[src/crih_regs.svh]
`ifndef CRIH_REGS_SVH
`define CRIH_REGS_SVH

// Words of configuration memory cleared during initialisation.
`define CRIH_CLEAR_WORDS 16'h0100
`define CRIH_ADDR_W 16
// Reset value of the two-stage synchronisers (pins idle high).
`define CRIH_SYNC_RST 2'h3

`endif

[src/crih_pkg.sv]
package crih_pkg;

    typedef enum logic [2:0]
    {
        CRIH_POWERUP,
        CRIH_CLEAR,
        CRIH_HOLD_RESET,
        CRIH_WAIT_INIT,
        CRIH_CONFIG,
        CRIH_ERROR,
        CRIH_DONE
    } crih_state_t;

endpackage

[src/crih_sync.sv]
`timescale 1ns/1ns
`include "crih_regs.svh"

// Two-flop synchroniser for a pin that idles high.
module crih_sync
(
    input wire logic clk,
    input wire logic resetn,
    input wire logic pin_in,
    output logic pin_sync
);

    logic [1:0] sync_r;
    logic [1:0] sync_nxt;

    always_comb
    begin
        sync_nxt = {sync_r[0], pin_in};
    end

    always_ff @(posedge clk or negedge resetn)
    begin
        if (!resetn)
        begin
            sync_r <= `CRIH_SYNC_RST;
        end
        else
        begin
            sync_r <= sync_nxt;
        end
    end

    assign pin_sync = sync_r[1];

endmodule

[src/crih_ctrl.sv]
`timescale 1ns/1ns
`include "crih_regs.svh"

// What this block does
// - Reset input low resets configuration logic and clears whole memory, then reconfigures.
// - Reset begins on falling edge; new configuration begins on following rising edge.
// - A reset input already low at power-up is not taken as a reset.
// - Initialisation line is pulled low while memory clears, released when done.
// - After initialisation, configuration starts only once the line samples high.
// - During configuration the line is driven low to report an error.
module crih_ctrl
#(
    parameter int ADDR_W = `CRIH_ADDR_W,
    parameter logic [ADDR_W-1:0] CLEAR_WORDS = `CRIH_CLEAR_WORDS
)
(
    input wire logic clk,
    input wire logic resetn,
    input wire logic cfg_reset_n,
    input wire logic init_flag_n_in,
    output logic init_flag_n_out,
    output logic init_flag_n_oe,
    input wire logic cfg_error,
    input wire logic cfg_finished,
    output logic mem_clear_en,
    output logic [ADDR_W-1:0] mem_clear_addr,
    output logic cfg_start,
    output logic cfg_active,
    output logic cfg_logic_reset
);

    // ------------------------------------------------------------
    // Pin synchronisers
    // ------------------------------------------------------------
    logic rst_s;
    logic init_s;

    crih_sync u_rst_sync
    (
        .clk(clk),
        .resetn(resetn),
        .pin_in(cfg_reset_n),
        .pin_sync(rst_s)
    );

    crih_sync u_init_sync
    (
        .clk(clk),
        .resetn(resetn),
        .pin_in(init_flag_n_in),
        .pin_sync(init_s)
    );

    // ------------------------------------------------------------
    // Control state
    // ------------------------------------------------------------
    crih_pkg::crih_state_t state_r;
    crih_pkg::crih_state_t state_nxt;
    logic rst_prev_r;
    logic rst_prev_nxt;
    logic [ADDR_W-1:0] addr_r;
    logic [ADDR_W-1:0] addr_nxt;
    logic drive_r;
    logic drive_nxt;
    logic clr_r;
    logic clr_nxt;
    logic start_r;
    logic start_nxt;
    logic active_r;
    logic active_nxt;
    logic lrst_r;
    logic lrst_nxt;
    logic fall;
    logic rise;
    logic [1:0] settle_r;
    logic [1:0] settle_nxt;
    logic armed_r;
    logic armed_nxt;

    // arm after true high
    // The reset pin arms only once the synchroniser has flushed and shown a real high.
    // A pin already low at power-up therefore never counts as a falling edge.
    assign fall = armed_r && rst_prev_r && !rst_s;
    assign rise = !rst_prev_r && rst_s;

    always_comb
    begin
        state_nxt = state_r;
        rst_prev_nxt = rst_s;
        settle_nxt = {settle_r[0], 1'b1};
        armed_nxt = armed_r || (settle_r[1] && rst_s);
        addr_nxt = addr_r;
        start_nxt = 1'b0;
        case (state_r)
            crih_pkg::CRIH_POWERUP:
            begin
                addr_nxt = '0;
                state_nxt = crih_pkg::CRIH_CLEAR;
            end
            crih_pkg::CRIH_CLEAR:
            begin
                if (fall)
                begin
                    addr_nxt = '0;
                    state_nxt = crih_pkg::CRIH_HOLD_RESET;
                end
                else if (addr_r == CLEAR_WORDS - 1'b1)
                begin
                    state_nxt = crih_pkg::CRIH_WAIT_INIT;
                end
                else
                begin
                    addr_nxt = addr_r + 1'b1;
                end
            end
            crih_pkg::CRIH_HOLD_RESET:
            begin
                addr_nxt = '0;
                if (rise)
                begin
                    state_nxt = crih_pkg::CRIH_CLEAR;
                end
            end
            // wait for a high on the line
            crih_pkg::CRIH_WAIT_INIT:
            begin
                if (fall)
                begin
                    state_nxt = crih_pkg::CRIH_HOLD_RESET;
                end
                else if (init_s)
                begin
                    start_nxt = 1'b1;
                    state_nxt = crih_pkg::CRIH_CONFIG;
                end
            end
            crih_pkg::CRIH_CONFIG:
            begin
                if (fall)
                begin
                    state_nxt = crih_pkg::CRIH_HOLD_RESET;
                end
                else if (cfg_error)
                begin
                    state_nxt = crih_pkg::CRIH_ERROR;
                end
                else if (cfg_finished)
                begin
                    state_nxt = crih_pkg::CRIH_DONE;
                end
            end
            crih_pkg::CRIH_ERROR, crih_pkg::CRIH_DONE:
            begin
                if (fall)
                begin
                    state_nxt = crih_pkg::CRIH_HOLD_RESET;
                end
            end
            default:
            begin
                state_nxt = crih_pkg::CRIH_POWERUP;
            end
        endcase
        // line low while powering up, clearing, held in reset or reporting an error
        drive_nxt = (state_nxt == crih_pkg::CRIH_CLEAR) || (state_nxt == crih_pkg::CRIH_HOLD_RESET)
                    || (state_nxt == crih_pkg::CRIH_POWERUP)
                    || (state_nxt == crih_pkg::CRIH_ERROR);
        clr_nxt = (state_nxt == crih_pkg::CRIH_CLEAR);
        active_nxt = (state_nxt == crih_pkg::CRIH_CONFIG);
        lrst_nxt = (state_nxt == crih_pkg::CRIH_HOLD_RESET);
    end

    always_ff @(posedge clk or negedge resetn)
    begin
        if (!resetn)
        begin
            state_r <= crih_pkg::CRIH_POWERUP;
            rst_prev_r <= 1'b1;
            settle_r <= 2'h0;
            armed_r <= 1'b0;
            addr_r <= '0;
            drive_r <= 1'b1;
            clr_r <= 1'b0;
            start_r <= 1'b0;
            active_r <= 1'b0;
            lrst_r <= 1'b0;
        end
        else
        begin
            state_r <= state_nxt;
            rst_prev_r <= rst_prev_nxt;
            settle_r <= settle_nxt;
            armed_r <= armed_nxt;
            addr_r <= addr_nxt;
            drive_r <= drive_nxt;
            clr_r <= clr_nxt;
            start_r <= start_nxt;
            active_r <= active_nxt;
            lrst_r <= lrst_nxt;
        end
    end

    assign init_flag_n_out = 1'b0;
    assign init_flag_n_oe = drive_r;
    assign mem_clear_en = clr_r;
    assign mem_clear_addr = addr_r;
    assign cfg_start = start_r;
    assign cfg_active = active_r;
    assign cfg_logic_reset = lrst_r;
endmodule

[config.mk]
export PLATFORM = sky130hd
export DESIGN_NAME = crih_ctrl
export DESIGN_NICKNAME = d
export VERILOG_FILES = /design/src/crih_pkg.sv /design/src/crih_sync.sv /design/src/crih_ctrl.sv
export VERILOG_INCLUDE_DIRS = /design/src
export SDC_FILE = /design/constraint.sdc
export NUM_CORES = 1
export LEC_CHECK = 0
export ABC_AREA = 1
export BUFFER_PORTS_ARGS = -buffer_cell sky130_fd_sc_hd__clkbuf_2
export CAP_MARGIN = 25
export CORE_MARGIN = 2
export CORE_UTILIZATION = 43
export CTS_CLUSTER_SIZE = 30
export DETAILED_ROUTE_END_ITERATION = 6
export MAX_ROUTING_LAYER = met4
export PLACE_DENSITY = 0.75
export SLEW_MARGIN = 15
export SYNTH_ARGS = -nofsm -noshare
export SYNTH_HDL_FRONTEND = slang
export SYNTH_HIERARCHICAL = 1
export SYNTH_SLANG_ARGS = --single-unit
[constraint.sdc]
create_clock -name clk -period 2.7 [get_ports clk]
set_input_delay 0.135 -clock clk [delete_from_list [all_inputs] [get_ports clk]]
set_output_delay 0.135 -clock clk [all_outputs]
set_load 0.1 [all_outputs]
# Word-level counts from Yosys, hierarchy flattened
# Index checks and enable logic that the tools add are counted.
dict set report classes {
  addsub 1
  n_mux 16
  eq_ne 12
  n_reduce_logical 16
}
# op count
set op_table {}
lappend op_table {{2-to-1 mux 16 bit} 2}
lappend op_table {{one-hot mux 16 bit (2 select lines)} 1}
lappend op_table {{2-to-1 mux 3 bit} 9}
lappend op_table {{one-hot mux 3 bit (6 select lines)} 1}
lappend op_table {{adder 16 x 1 -> 16 bit, second input constant} 1}
lappend op_table {{== test 16 x 8 -> 1 bit, second input constant} 1}
lappend op_table {{== test 3 bit, second input constant} 5}
lappend op_table {{== test 3 x 2 -> 1 bit, second input constant} 3}
lappend op_table {{== test 3 x 1 -> 1 bit, second input constant} 2}
lappend op_table {{zero test 3 bit} 2}
lappend op_table {{logical AND 1 bit} 4}
lappend op_table {{logical OR 1 bit} 4}
lappend op_table {{OR reduction 2 bit} 2}
lappend op_table {{2-to-1 mux 1 bit} 3}
lappend op_table {{!= test 3 bit, second input constant} 1}
lappend op_table {{zero test 1 bit} 2}
lappend op_table {{AND reduction 2 bit} 1}
lappend op_table {{nonzero test 2 bit} 1}
dict set report word_totals {
  out_inout_bits 22
  elab_cells 57
  reg_bits 32
}

# Longest topological paths before layout
# Gate-level depths: netlist of the first run.
dict set report depth {
  depth_word 8
  mapped_depth 11
}

# By module
# Netlist of the first run, hierarchy kept.
# module area_per_inst_um2 instances seq_area_each_um2 cells_each
set modules_own_cells {}
lappend modules_own_cells {crih_ctrl 1754.2 1 703.2 251}
lappend modules_own_cells {crih_sync 52.6 2 52.6 2}

# Least setup slack after synthesis of the first run
# No wires, ideal clock.
dict set report synth_path {
  path_kind {register -> register}
  from {reg addr_r[0], in the netlist mem_clear_addr[0]}
  to {reg addr_r[4], in the netlist mem_clear_addr[4]}
  required_time_ps 2579
  synth_period_minus_slack_ps 2349
  path_stages_with_launch 12
  setup_slack_ps 351
  arrival_ps 2228
  path_cell_list {dfrtp_1 > ha_1 > nand2_2 > nor2_4 > nand2_2 > clkinv_2 > nand3_2 > nand2_4 > nand2_4 > buf_6 > nand2_1 > o21ai_2}
}
dict set report synth_between {
  elab_chain_len 4
  elab_cells_between_ends 7
}
# element line_no
set synth_lines {}
lappend synth_lines {{start, declared} crih_ctrl.sv:61} ;# logic [ADDR_W-1:0] addr_r;
lappend synth_lines {{start signal, assigned} crih_ctrl.sv:194} ;# addr_r <= addr_nxt;
lappend synth_lines {{adder 16 x 1 -> 16 bit} crih_ctrl.sv:113} ;# addr_nxt = addr_r + 1'b1;
lappend synth_lines {{2-to-1 mux 16 bit} crih_ctrl.sv:107} ;# else if (addr_r == CLEAR_WORDS - 1'b1)
lappend synth_lines {{2-to-1 mux 16 bit} crih_ctrl.sv:102} ;# if (fall)
lappend synth_lines {{one-hot mux 16 bit (2 select lines)} crih_ctrl.sv:94} ;# case (state_r)
# Several ways; a longest one is shown, not always the timed one. The select of a mux whose other input is x is not followed.
# A chain may end at the register's enable or synchronous reset.

# Final worst setup path of the first run
dict set report layout_path {
  from {reg addr_r[0], in the netlist mem_clear_addr[0]}
  to {reg addr_r[8], in the netlist mem_clear_addr[8]}
}
# Same word-level chain as after synthesis.

==> implementation parameters, run 1 <==
Parameter                              Value

Yosys
  Most instantiated flip-flop cell in the synthesis netlist ... sky130_fd_sc_hd__dfrtp_1
  Combinational family with the most area after synthesis ... simple AND/OR/NAND/NOR gates
  Xor-xnor portion of the synthesized cell area ... 0.009421
  Net count of the mapped netlist ... 262
  Post-synthesis share of cell area spent on full adders, half adders and majority gates ... 0.006729
  Syn Inst Count ... 255
  Commonest cells in the synthesized netlist ... 71 x sky130_fd_sc_hd__nand2_1, 38 x sky130_fd_sc_hd__nand3_1, 35 x sky130_fd_sc_hd__nor2_1, 26 x sky130_fd_sc_hd__dfrtp_1, 17 x sky130_fd_sc_hd__inv_1
  Register bit total from synthesis ... 32
  Post-synth EDFFs ... 0
  Number of distinct standard cells referenced by the synthesized netlist ... 31
  Post-synthesis compound-gate area fraction ... 0.05585
  Avg Cell Area, Syn ... 7.291 sq um
  Post-synthesis simple-gate area fraction ... 0.4085
  Sequential-to-total area share from yosys stat ... 0.4347
  Most area-consuming cells after synthesis ... sky130_fd_sc_hd__dfrtp_1 35%, sky130_fd_sc_hd__nand2_1 14%, sky130_fd_sc_hd__nand3_1 10%, sky130_fd_sc_hd__dfstp_2 8.5%, sky130_fd_sc_hd__nor2_1 7.1%
  Area of the mapped netlist ... 1859 sq um
  Fraction of synthesized area in multiplexers ... 0
  Most instantiated library cell after synthesis ... sky130_fd_sc_hd__nand2_1
  Synth warn ... 6
  Area share of the leading cell type in the synthesized netlist ... 0.3499
  Share of flip-flops with an asynchronous set or reset after synthesis ... 1.000
  Top cell type by total area after synthesis ... sky130_fd_sc_hd__dfrtp_1

Timing
  Setup clock skew after layout ... 0.005915 ns
  Slew @ Worst Pin ... 0.7901 ns
  Final number of setup-violating endpoints ... 0
  Final hold violation count ... 0
  Setup TNS after final layout ... 0 ns
  Maximum clock rate ... 0.5355 GHz
  Hold slack ... 0.3037 ns
  Final critical-path setup slack ... 0.8324 ns
  Unrepaired setup endpoints after global routing ... no
  Fin crit share ... 0.6917
  Number of pins with negative max-slew slack in the final report ... 0
  Final worst path period need ... 1.868 ns
  Slew margin rel. ... 0.4732

Finish
  Final instance area ... 2153 sq um
  Signed area change from the synthesized netlist to the final layout ... 15.81%
  Final nets ... 293
  Number of fill cells ... 402
  Layout cells sized above 1 ... 0.2334
  Antenna Diode Count ... 0

Worst setup path
  Data arrival time of the critical path ... 2.04 ns
  Critical register-to-register path startpoint ... mem_clear_addr[0]$_DFFE_PN0P_
  CP top delay family ... simple AND/OR/NAND/NOR gates
  Timing endpoint of the critical path ... mem_clear_addr[8]$_DFFE_PN0P_
  CP max stage delay ... 0.46 ns
  Slack of the worst reg-to-reg path ... 0.83 ns
  Data required time at the worst endpoint ... 2.87 ns
  Cells along the critical path ... ha_1, nand2_2, nor2_4, nand2_2, clkinv_2, nand3_2, nand2_4, nand2_4, nand2_1, o21ai_2
  Critical Path Start Type ... register
  Reg2Reg Capture Point ... mem_clear_addr[8]$_DFFE_PN0P_
  CP Buf/Inv Count ... 1
  Depth of the most critical reg-to-reg path ... 10
  Type of element capturing the critical path ... register
  Number of logic stages on the critical path including buffering ... 10
  Start point of the critical path ... mem_clear_addr[0]$_DFFE_PN0P_
  Standard cell with the maximum stage delay on the critical path ... sky130_fd_sc_hd__dfrtp_1
  Maximum fanout along the worst path ... 13
  Start-to-end type of the worst setup path ... register to register

Drt
  DRC violations left ... 0
  Total number of vias ... 1739
  Total detailed-routing wirelength ... 4.207 mm
  Per-cell via count in the routed design ... 5.160
  Pre-antenna DRT Iters ... 5
  Antenna-violating nets left ... 0
  WL per Instance ... 12.48 um
  Initial DRC count ... 121

Place
  Placed Area ... 2016 sq um
  Setup slack after placement ... 0.8658 ns
  # port buffers ... 26
  Post-DP HPWL ... 3.041 mm
  RD Place Congestion ... 0.9454

Floorplan
  Starting Density ... 0.4550
  Site Rows ... 23
  Die width ... 69.76 um
  Number of ports placed on the die boundary ... 28
  Standard cell core area ... 4086 sq um
  Floorplan die height ... 69.76 um
  Die area ... 4866 sq um

Hold path
  Hold Path Stages ... 5
  Worst min-delay path class ... input pin to register

Clock network
  Clk_lat worst skew ... 0.29 ns
  TritonCTS sink count ... 32
  Clock tree from TritonCTS ... built
  Reg clk slew, reported paths ... 0.07 ns
  Number of levels in the clock H-tree ... 2
  Number of gates given a new drive strength after cts ... 0
  Longest Clk Path Bufs ... 2
  Number of buffers added by the clock tree synthesis step ... 5
  Clk Tree Root Cell ... sky130_fd_sc_hd__clkbuf_8

GRT
  GRT Resource Usage Total ... 0.1935
  First-pass GRT wire length ... 7.369 mm
  Total grt overflow ... 0
  Largest net degree at the start of global routing ... 33
  Number of global-route vias before repair ... 1622
  Antenna violations before repair ... 0

Pwr
  Leakage ... 1.068 nW
  Worst voltage drop across the vdd grid ... 0.5777 mV
  Power per cell area ... 920.3 nW/um^2

Outcome
  Outcome ... finished clean

Run
  Max-capacitance violation count ... 0
[tightest hold or removal path, stage by stage]
cell	delay [ns]
sky130_fd_sc_hd__clkbuf_2	0.09
sky130_fd_sc_hd__nand4_1	0.08
sky130_fd_sc_hd__nand3_1	0.07
sky130_fd_sc_hd__nand2_1	0.08
sky130_fd_sc_hd__nand2_1	0.09
[metal layers]
layer / vias to the layer above / share of wire / global-route usage
met1: 790 / 0.44 / 0.2365
met2: 64 / 0.47 / 0.3141
met5: - / 0 / -
li1: 873 / - / -
met4: 0 / 0.019 / 0.07051
met3: 12 / 0.063 / 0.04506
[kinds of logic after synthesis]
family	Yosys count
XOR/XNOR	2
adder cells (fa/ha/maj)	1
AND/OR/NAND/NOR	168
AO/OA/AOI/OAI	16
flip-flops	32
buffers and inverters	34
other	2
[final cells by class]
| class | instances | area [sq um] | share of cell area |
|---|---|---|---|
| clock buffer | 6 | 72.57 | 0.03370 |
| clock inverter | 2 | 35.03 | 0.01627 |
| inverter | 28 | 106.4 | 0.04939 |
| multi-input combinational | 189 | 900.9 | 0.4184 |
| sequential | 32 | 808.3 | 0.3754 |
| tap | 50 | 62.56 | 0.02905 |
| timing repair buffer | 30 | 167.7 | 0.07786 |
[how the worst min path moves through the flow]
| stage | start | endpoint | slack (ns) |
|---|---|---|---|
| floorplan | resetn | armed_r$_DFF_PN0_ | -0.16 |
| global placement | init_flag_n_in | u_init_sync/sync_r[0]$_DFF_PN1_ | 0.22 |
| detailed placement | init_flag_n_in | u_init_sync/sync_r[0]$_DFF_PN1_ | 0.22 |
| CTS | cfg_error | state_r[0]$_DFF_PN0_ | 0.30 |
| global route | cfg_error | state_r[0]$_DFF_PN0_ | 0.34 |
| finish | cfg_error | state_r[0]$_DFF_PN0_ | 0.30 |
[state kept, by name (all words and copies together), names as in the netlist]
register and flops:
init_flag_n_oe 1, armed_r 1, cfg_start 1, cfg_active 1, settle_r 2, mem_clear_addr 16, state_r 3, mem_clear_en 1
rst_prev_r 1, u_rst_sync/sync_r 2, cfg_logic_reset 1, u_init_sync/sync_r 2
[power breakdown]
part	switching, W	internal (W)	total [W]	leakage, nW
registers	0.0000649	0.000558	0.000623	0.408
logic	0.000740	0.000164	0.000904	0.605
clock network	0.000181	0.000274	0.000455	0.0552
total	0.000986	0.000996	0.00198	1.07
[through the flow]
| stage | instances | utilization | power [W] |
|---|---|---|---|
| floorplan | 255 | - | 0.001410 |
| global placement | 326 | 0.4933 | 0.001516 |
| detailed placement | 326 | 0.4933 | 0.001527 |
| CTS | 337 | 0.5269 | 0.001988 |
| global route | 337 | 0.5269 | 0.002098 |
| finish | 337 | 0.5269 | 0.001982 |
[cell usage in the layout, fill, tap and decap left out, types with 2 or more instances in the layout]
cell	n
sky130_fd_sc_hd__nand2_2	3
sky130_fd_sc_hd__dlygate4sd3_1	3
sky130_fd_sc_hd__a21oi_1	2
sky130_fd_sc_hd__nand4_1	5
sky130_fd_sc_hd__o21ai_0	2
sky130_fd_sc_hd__nand2_4	2
sky130_fd_sc_hd__inv_1	17
sky130_fd_sc_hd__clkinv_2	2
sky130_fd_sc_hd__nand3_1	38
sky130_fd_sc_hd__xor2_1	2
sky130_fd_sc_hd__nor2_2	2
sky130_fd_sc_hd__o21ai_2	5
sky130_fd_sc_hd__dfrtp_1	26
sky130_fd_sc_hd__clkbuf_8	5
sky130_fd_sc_hd__conb_1	2
sky130_fd_sc_hd__o21ai_1	5
sky130_fd_sc_hd__inv_2	10
sky130_fd_sc_hd__clkbuf_2	26
sky130_fd_sc_hd__nand2_1	71
sky130_fd_sc_hd__nor3_1	6
sky130_fd_sc_hd__nor2_1	35
sky130_fd_sc_hd__nand3_2	2
sky130_fd_sc_hd__dfstp_2	6
[repair_timing]
action,4_1_cts,5_1_grt
hold buffers,3,0
setup buffers,0,0
hold endpoints to repair,28,0
setup endpoints to repair,0,0
Note: power is estimated with default switching activity, not from simulation.
==> run 2: changes to the inputs <==
clock period = 1.74 ns   (was 2.7 ns; I/O delays follow)
==> implementation parameters, run 2 (synthesis results as in run 1) <==
Parameter                              Value

Timing
  Maximum clock rate ... 0.6085 GHz
  Slew margin rel. ... 0.5398
  Setup TNS after final layout ... 0 ns
  Unrepaired setup endpoints after global routing ... no
  Number of pins with negative max-slew slack in the final report ... 0
  Setup clock skew after layout ... 0.007409 ns
  Final number of setup-violating endpoints ... 0
  Fin crit share ... 0.9445
  Final hold violation count ... 0
  Slew @ Worst Pin ... 0.6903 ns
  Hold slack ... 0.2749 ns
  Final worst path period need ... 1.643 ns
  Final critical-path setup slack ... 0.09662 ns

Finish
  Highest-count cells in the layout ignoring fill and taps ... 70 x sky130_fd_sc_hd__nand2_1, 38 x sky130_fd_sc_hd__nand3_1, 35 x sky130_fd_sc_hd__nor2_1, 26 x sky130_fd_sc_hd__clkbuf_2, 17 x sky130_fd_sc_hd__inv_1
  Layout cells sized above 1 ... 0.3082
  Antenna Diode Count ... 0
  Util after Layout ... 0.5481
  Signed area change from the synthesized netlist to the final layout ... 20.46%
  Most frequent standard cell in the layout excluding fill and tap cells ... sky130_fd_sc_hd__nand2_1
  Final nets ... 298
  Largest register FFs ... 16

GRT
  Number of global-route vias before repair ... 1614
  Largest net degree at the start of global routing ... 29
  Total grt overflow ... 0
  GRT Resource Usage Total ... 0.2001
  Antenna violations before repair ... 0
  First-pass GRT wire length ... 7.465 mm

Worst setup path
  Critical Path Start Type ... register
  Standard cell with the maximum stage delay on the critical path ... sky130_fd_sc_hd__dfrtp_4
  Data required time at the worst endpoint ... 1.92 ns
  Data arrival time of the critical path ... 1.82 ns
  Most common cell on crit path ... sky130_fd_sc_hd__nand2_8
  Cells along the critical path ... ha_4, nand2_4, nor2_4, nand2_2, clkinv_2, nand3_2, nand2_8, nand2_8, nand2_1, o21ai_2
  Start-to-end type of the worst setup path ... register to register
  CP max stage delay ... 0.45 ns
  Maximum fanout along the worst path ... 12
  Type of element capturing the critical path ... register

Clock network
  Longest Clk Path Bufs ... 2
  Reg clk slew, reported paths ... 0.07 ns
  Number of levels in the clock H-tree ... 2
  Clock tree from TritonCTS ... built
  TritonCTS sink count ... 32
  Clk_lat worst skew ... 0.29 ns
  Number of buffers added by the clock tree synthesis step ... 5
  Clk Tree Root Cell ... sky130_fd_sc_hd__clkbuf_8

Drt
  Total detailed-routing wirelength ... 4.536 mm
  Pre-antenna DRT Iters ... 4
  Initial DRC count ... 114
  DRC violations left ... 0
  Per-cell via count in the routed design ... 5.213
  WL per Instance ... 13.26 um
  Antenna-violating nets left ... 0
  Total number of vias ... 1783

Hold path
  Worst min-delay path class ... input pin to register

Pwr
  Power per cell area ... 1406 nW/um^2
  Overall power after layout ... 0.003149 W
  Worst voltage drop across the vdd grid ... 0.9292 mV
  Leakage ... 1.069 nW

Floorplan
  Floorplan die height ... 69.76 um
  Site Rows ... 23
  Number of ports placed on the die boundary ... 28
  Starting Density ... 0.4550
  Die area ... 4866 sq um
  Die width ... 69.76 um
  Standard cell core area ... 4086 sq um

Place
  # port buffers ... 26
  Post-DP HPWL ... 3.222 mm
  Setup slack after placement ... 0.07492 ns
  RD Place Congestion ... 0.9810

Run
  Max-capacitance violation count ... 0

Outcome
  Outcome ... finished clean
-- run 2: repair_timing --
item / 4_1_cts / 5_1_grt
buffers inserted: 0 / 2
gates resized for setup: 0 / 2
hold buffers: 3 / 0
hold endpoints to repair: 24 / 0
endpoints found under the setup margin: 0 / 11
-- run 2: path summary, 6_finish.rpt --
path	startpoint	end	slack (ns)	depth (start not counted)
min in group asynchronous	resetn	mem_clear_addr[1]$_DFFE_PN0P_	0.36	2
max reg2reg	mem_clear_addr[1]$_DFFE_PN0P_	mem_clear_addr[8]$_DFFE_PN0P_	0.1	10
min	cfg_error	state_r[0]$_DFF_PN0_	0.27	5
max in group asynchronous	resetn	u_rst_sync/sync_r[0]$_DFF_PN1_	0.75	3
max	mem_clear_addr[1]$_DFFE_PN0P_	mem_clear_addr[8]$_DFFE_PN0P_	0.1	10
min reg2reg	settle_r[0]$_DFF_PN0_	settle_r[1]$_DFF_PN0_	0.35	0
-- run 2: cell type report --
type                       count  area [sq um]
timing repair buffer          35         205.2
inverter                      28         106.4
clock inverter                 1         7.507
sequential                    32         833.3
fill                         398          1847
clock buffer                   7         86.33
multi-input combinational    189         938.4
tap                           50         62.56
-- run 2: worst max-delay path, delay by kind of cell, from the launching register on --
kind / cells / cell delay [ns]
buf+inv: 1 / 0.07
fa+ha+maj: 1 / 0.18
compound gates: 1 / 0.05
simple gates: 7 / 0.76
flops: 1 / 0.45
-- run 2: routing by layer --
metal | global-route usage | routed length [um] | up-vias
met5 | - | 0 | -
met4 | 0.08333 | 74 | 0
met3 | 0.04070 | 348 | 6
met2 | 0.2938 | 2126 | 73
met1 | 0.2707 | 1986 | 813
li1 | - | - | 891
-- run 2: where the power goes --
part,internal [W],leakage [nW],switching (W)
combinational,0.000338,0.643,0.00122
sequential,0.000880,0.381,0.000112
clock,0.000321,0.0445,0.000284
-- run 2: through the flow --
step | std cells | instance area [sq um]
2_1_floorplan | 255 | 1904
3_3_place_gp | 329 | 2083
3_5_place_dp | 329 | 2083
4_1_cts | 340 | 2207
5_1_grt | 342 | 2240
6_report | 342 | 2240
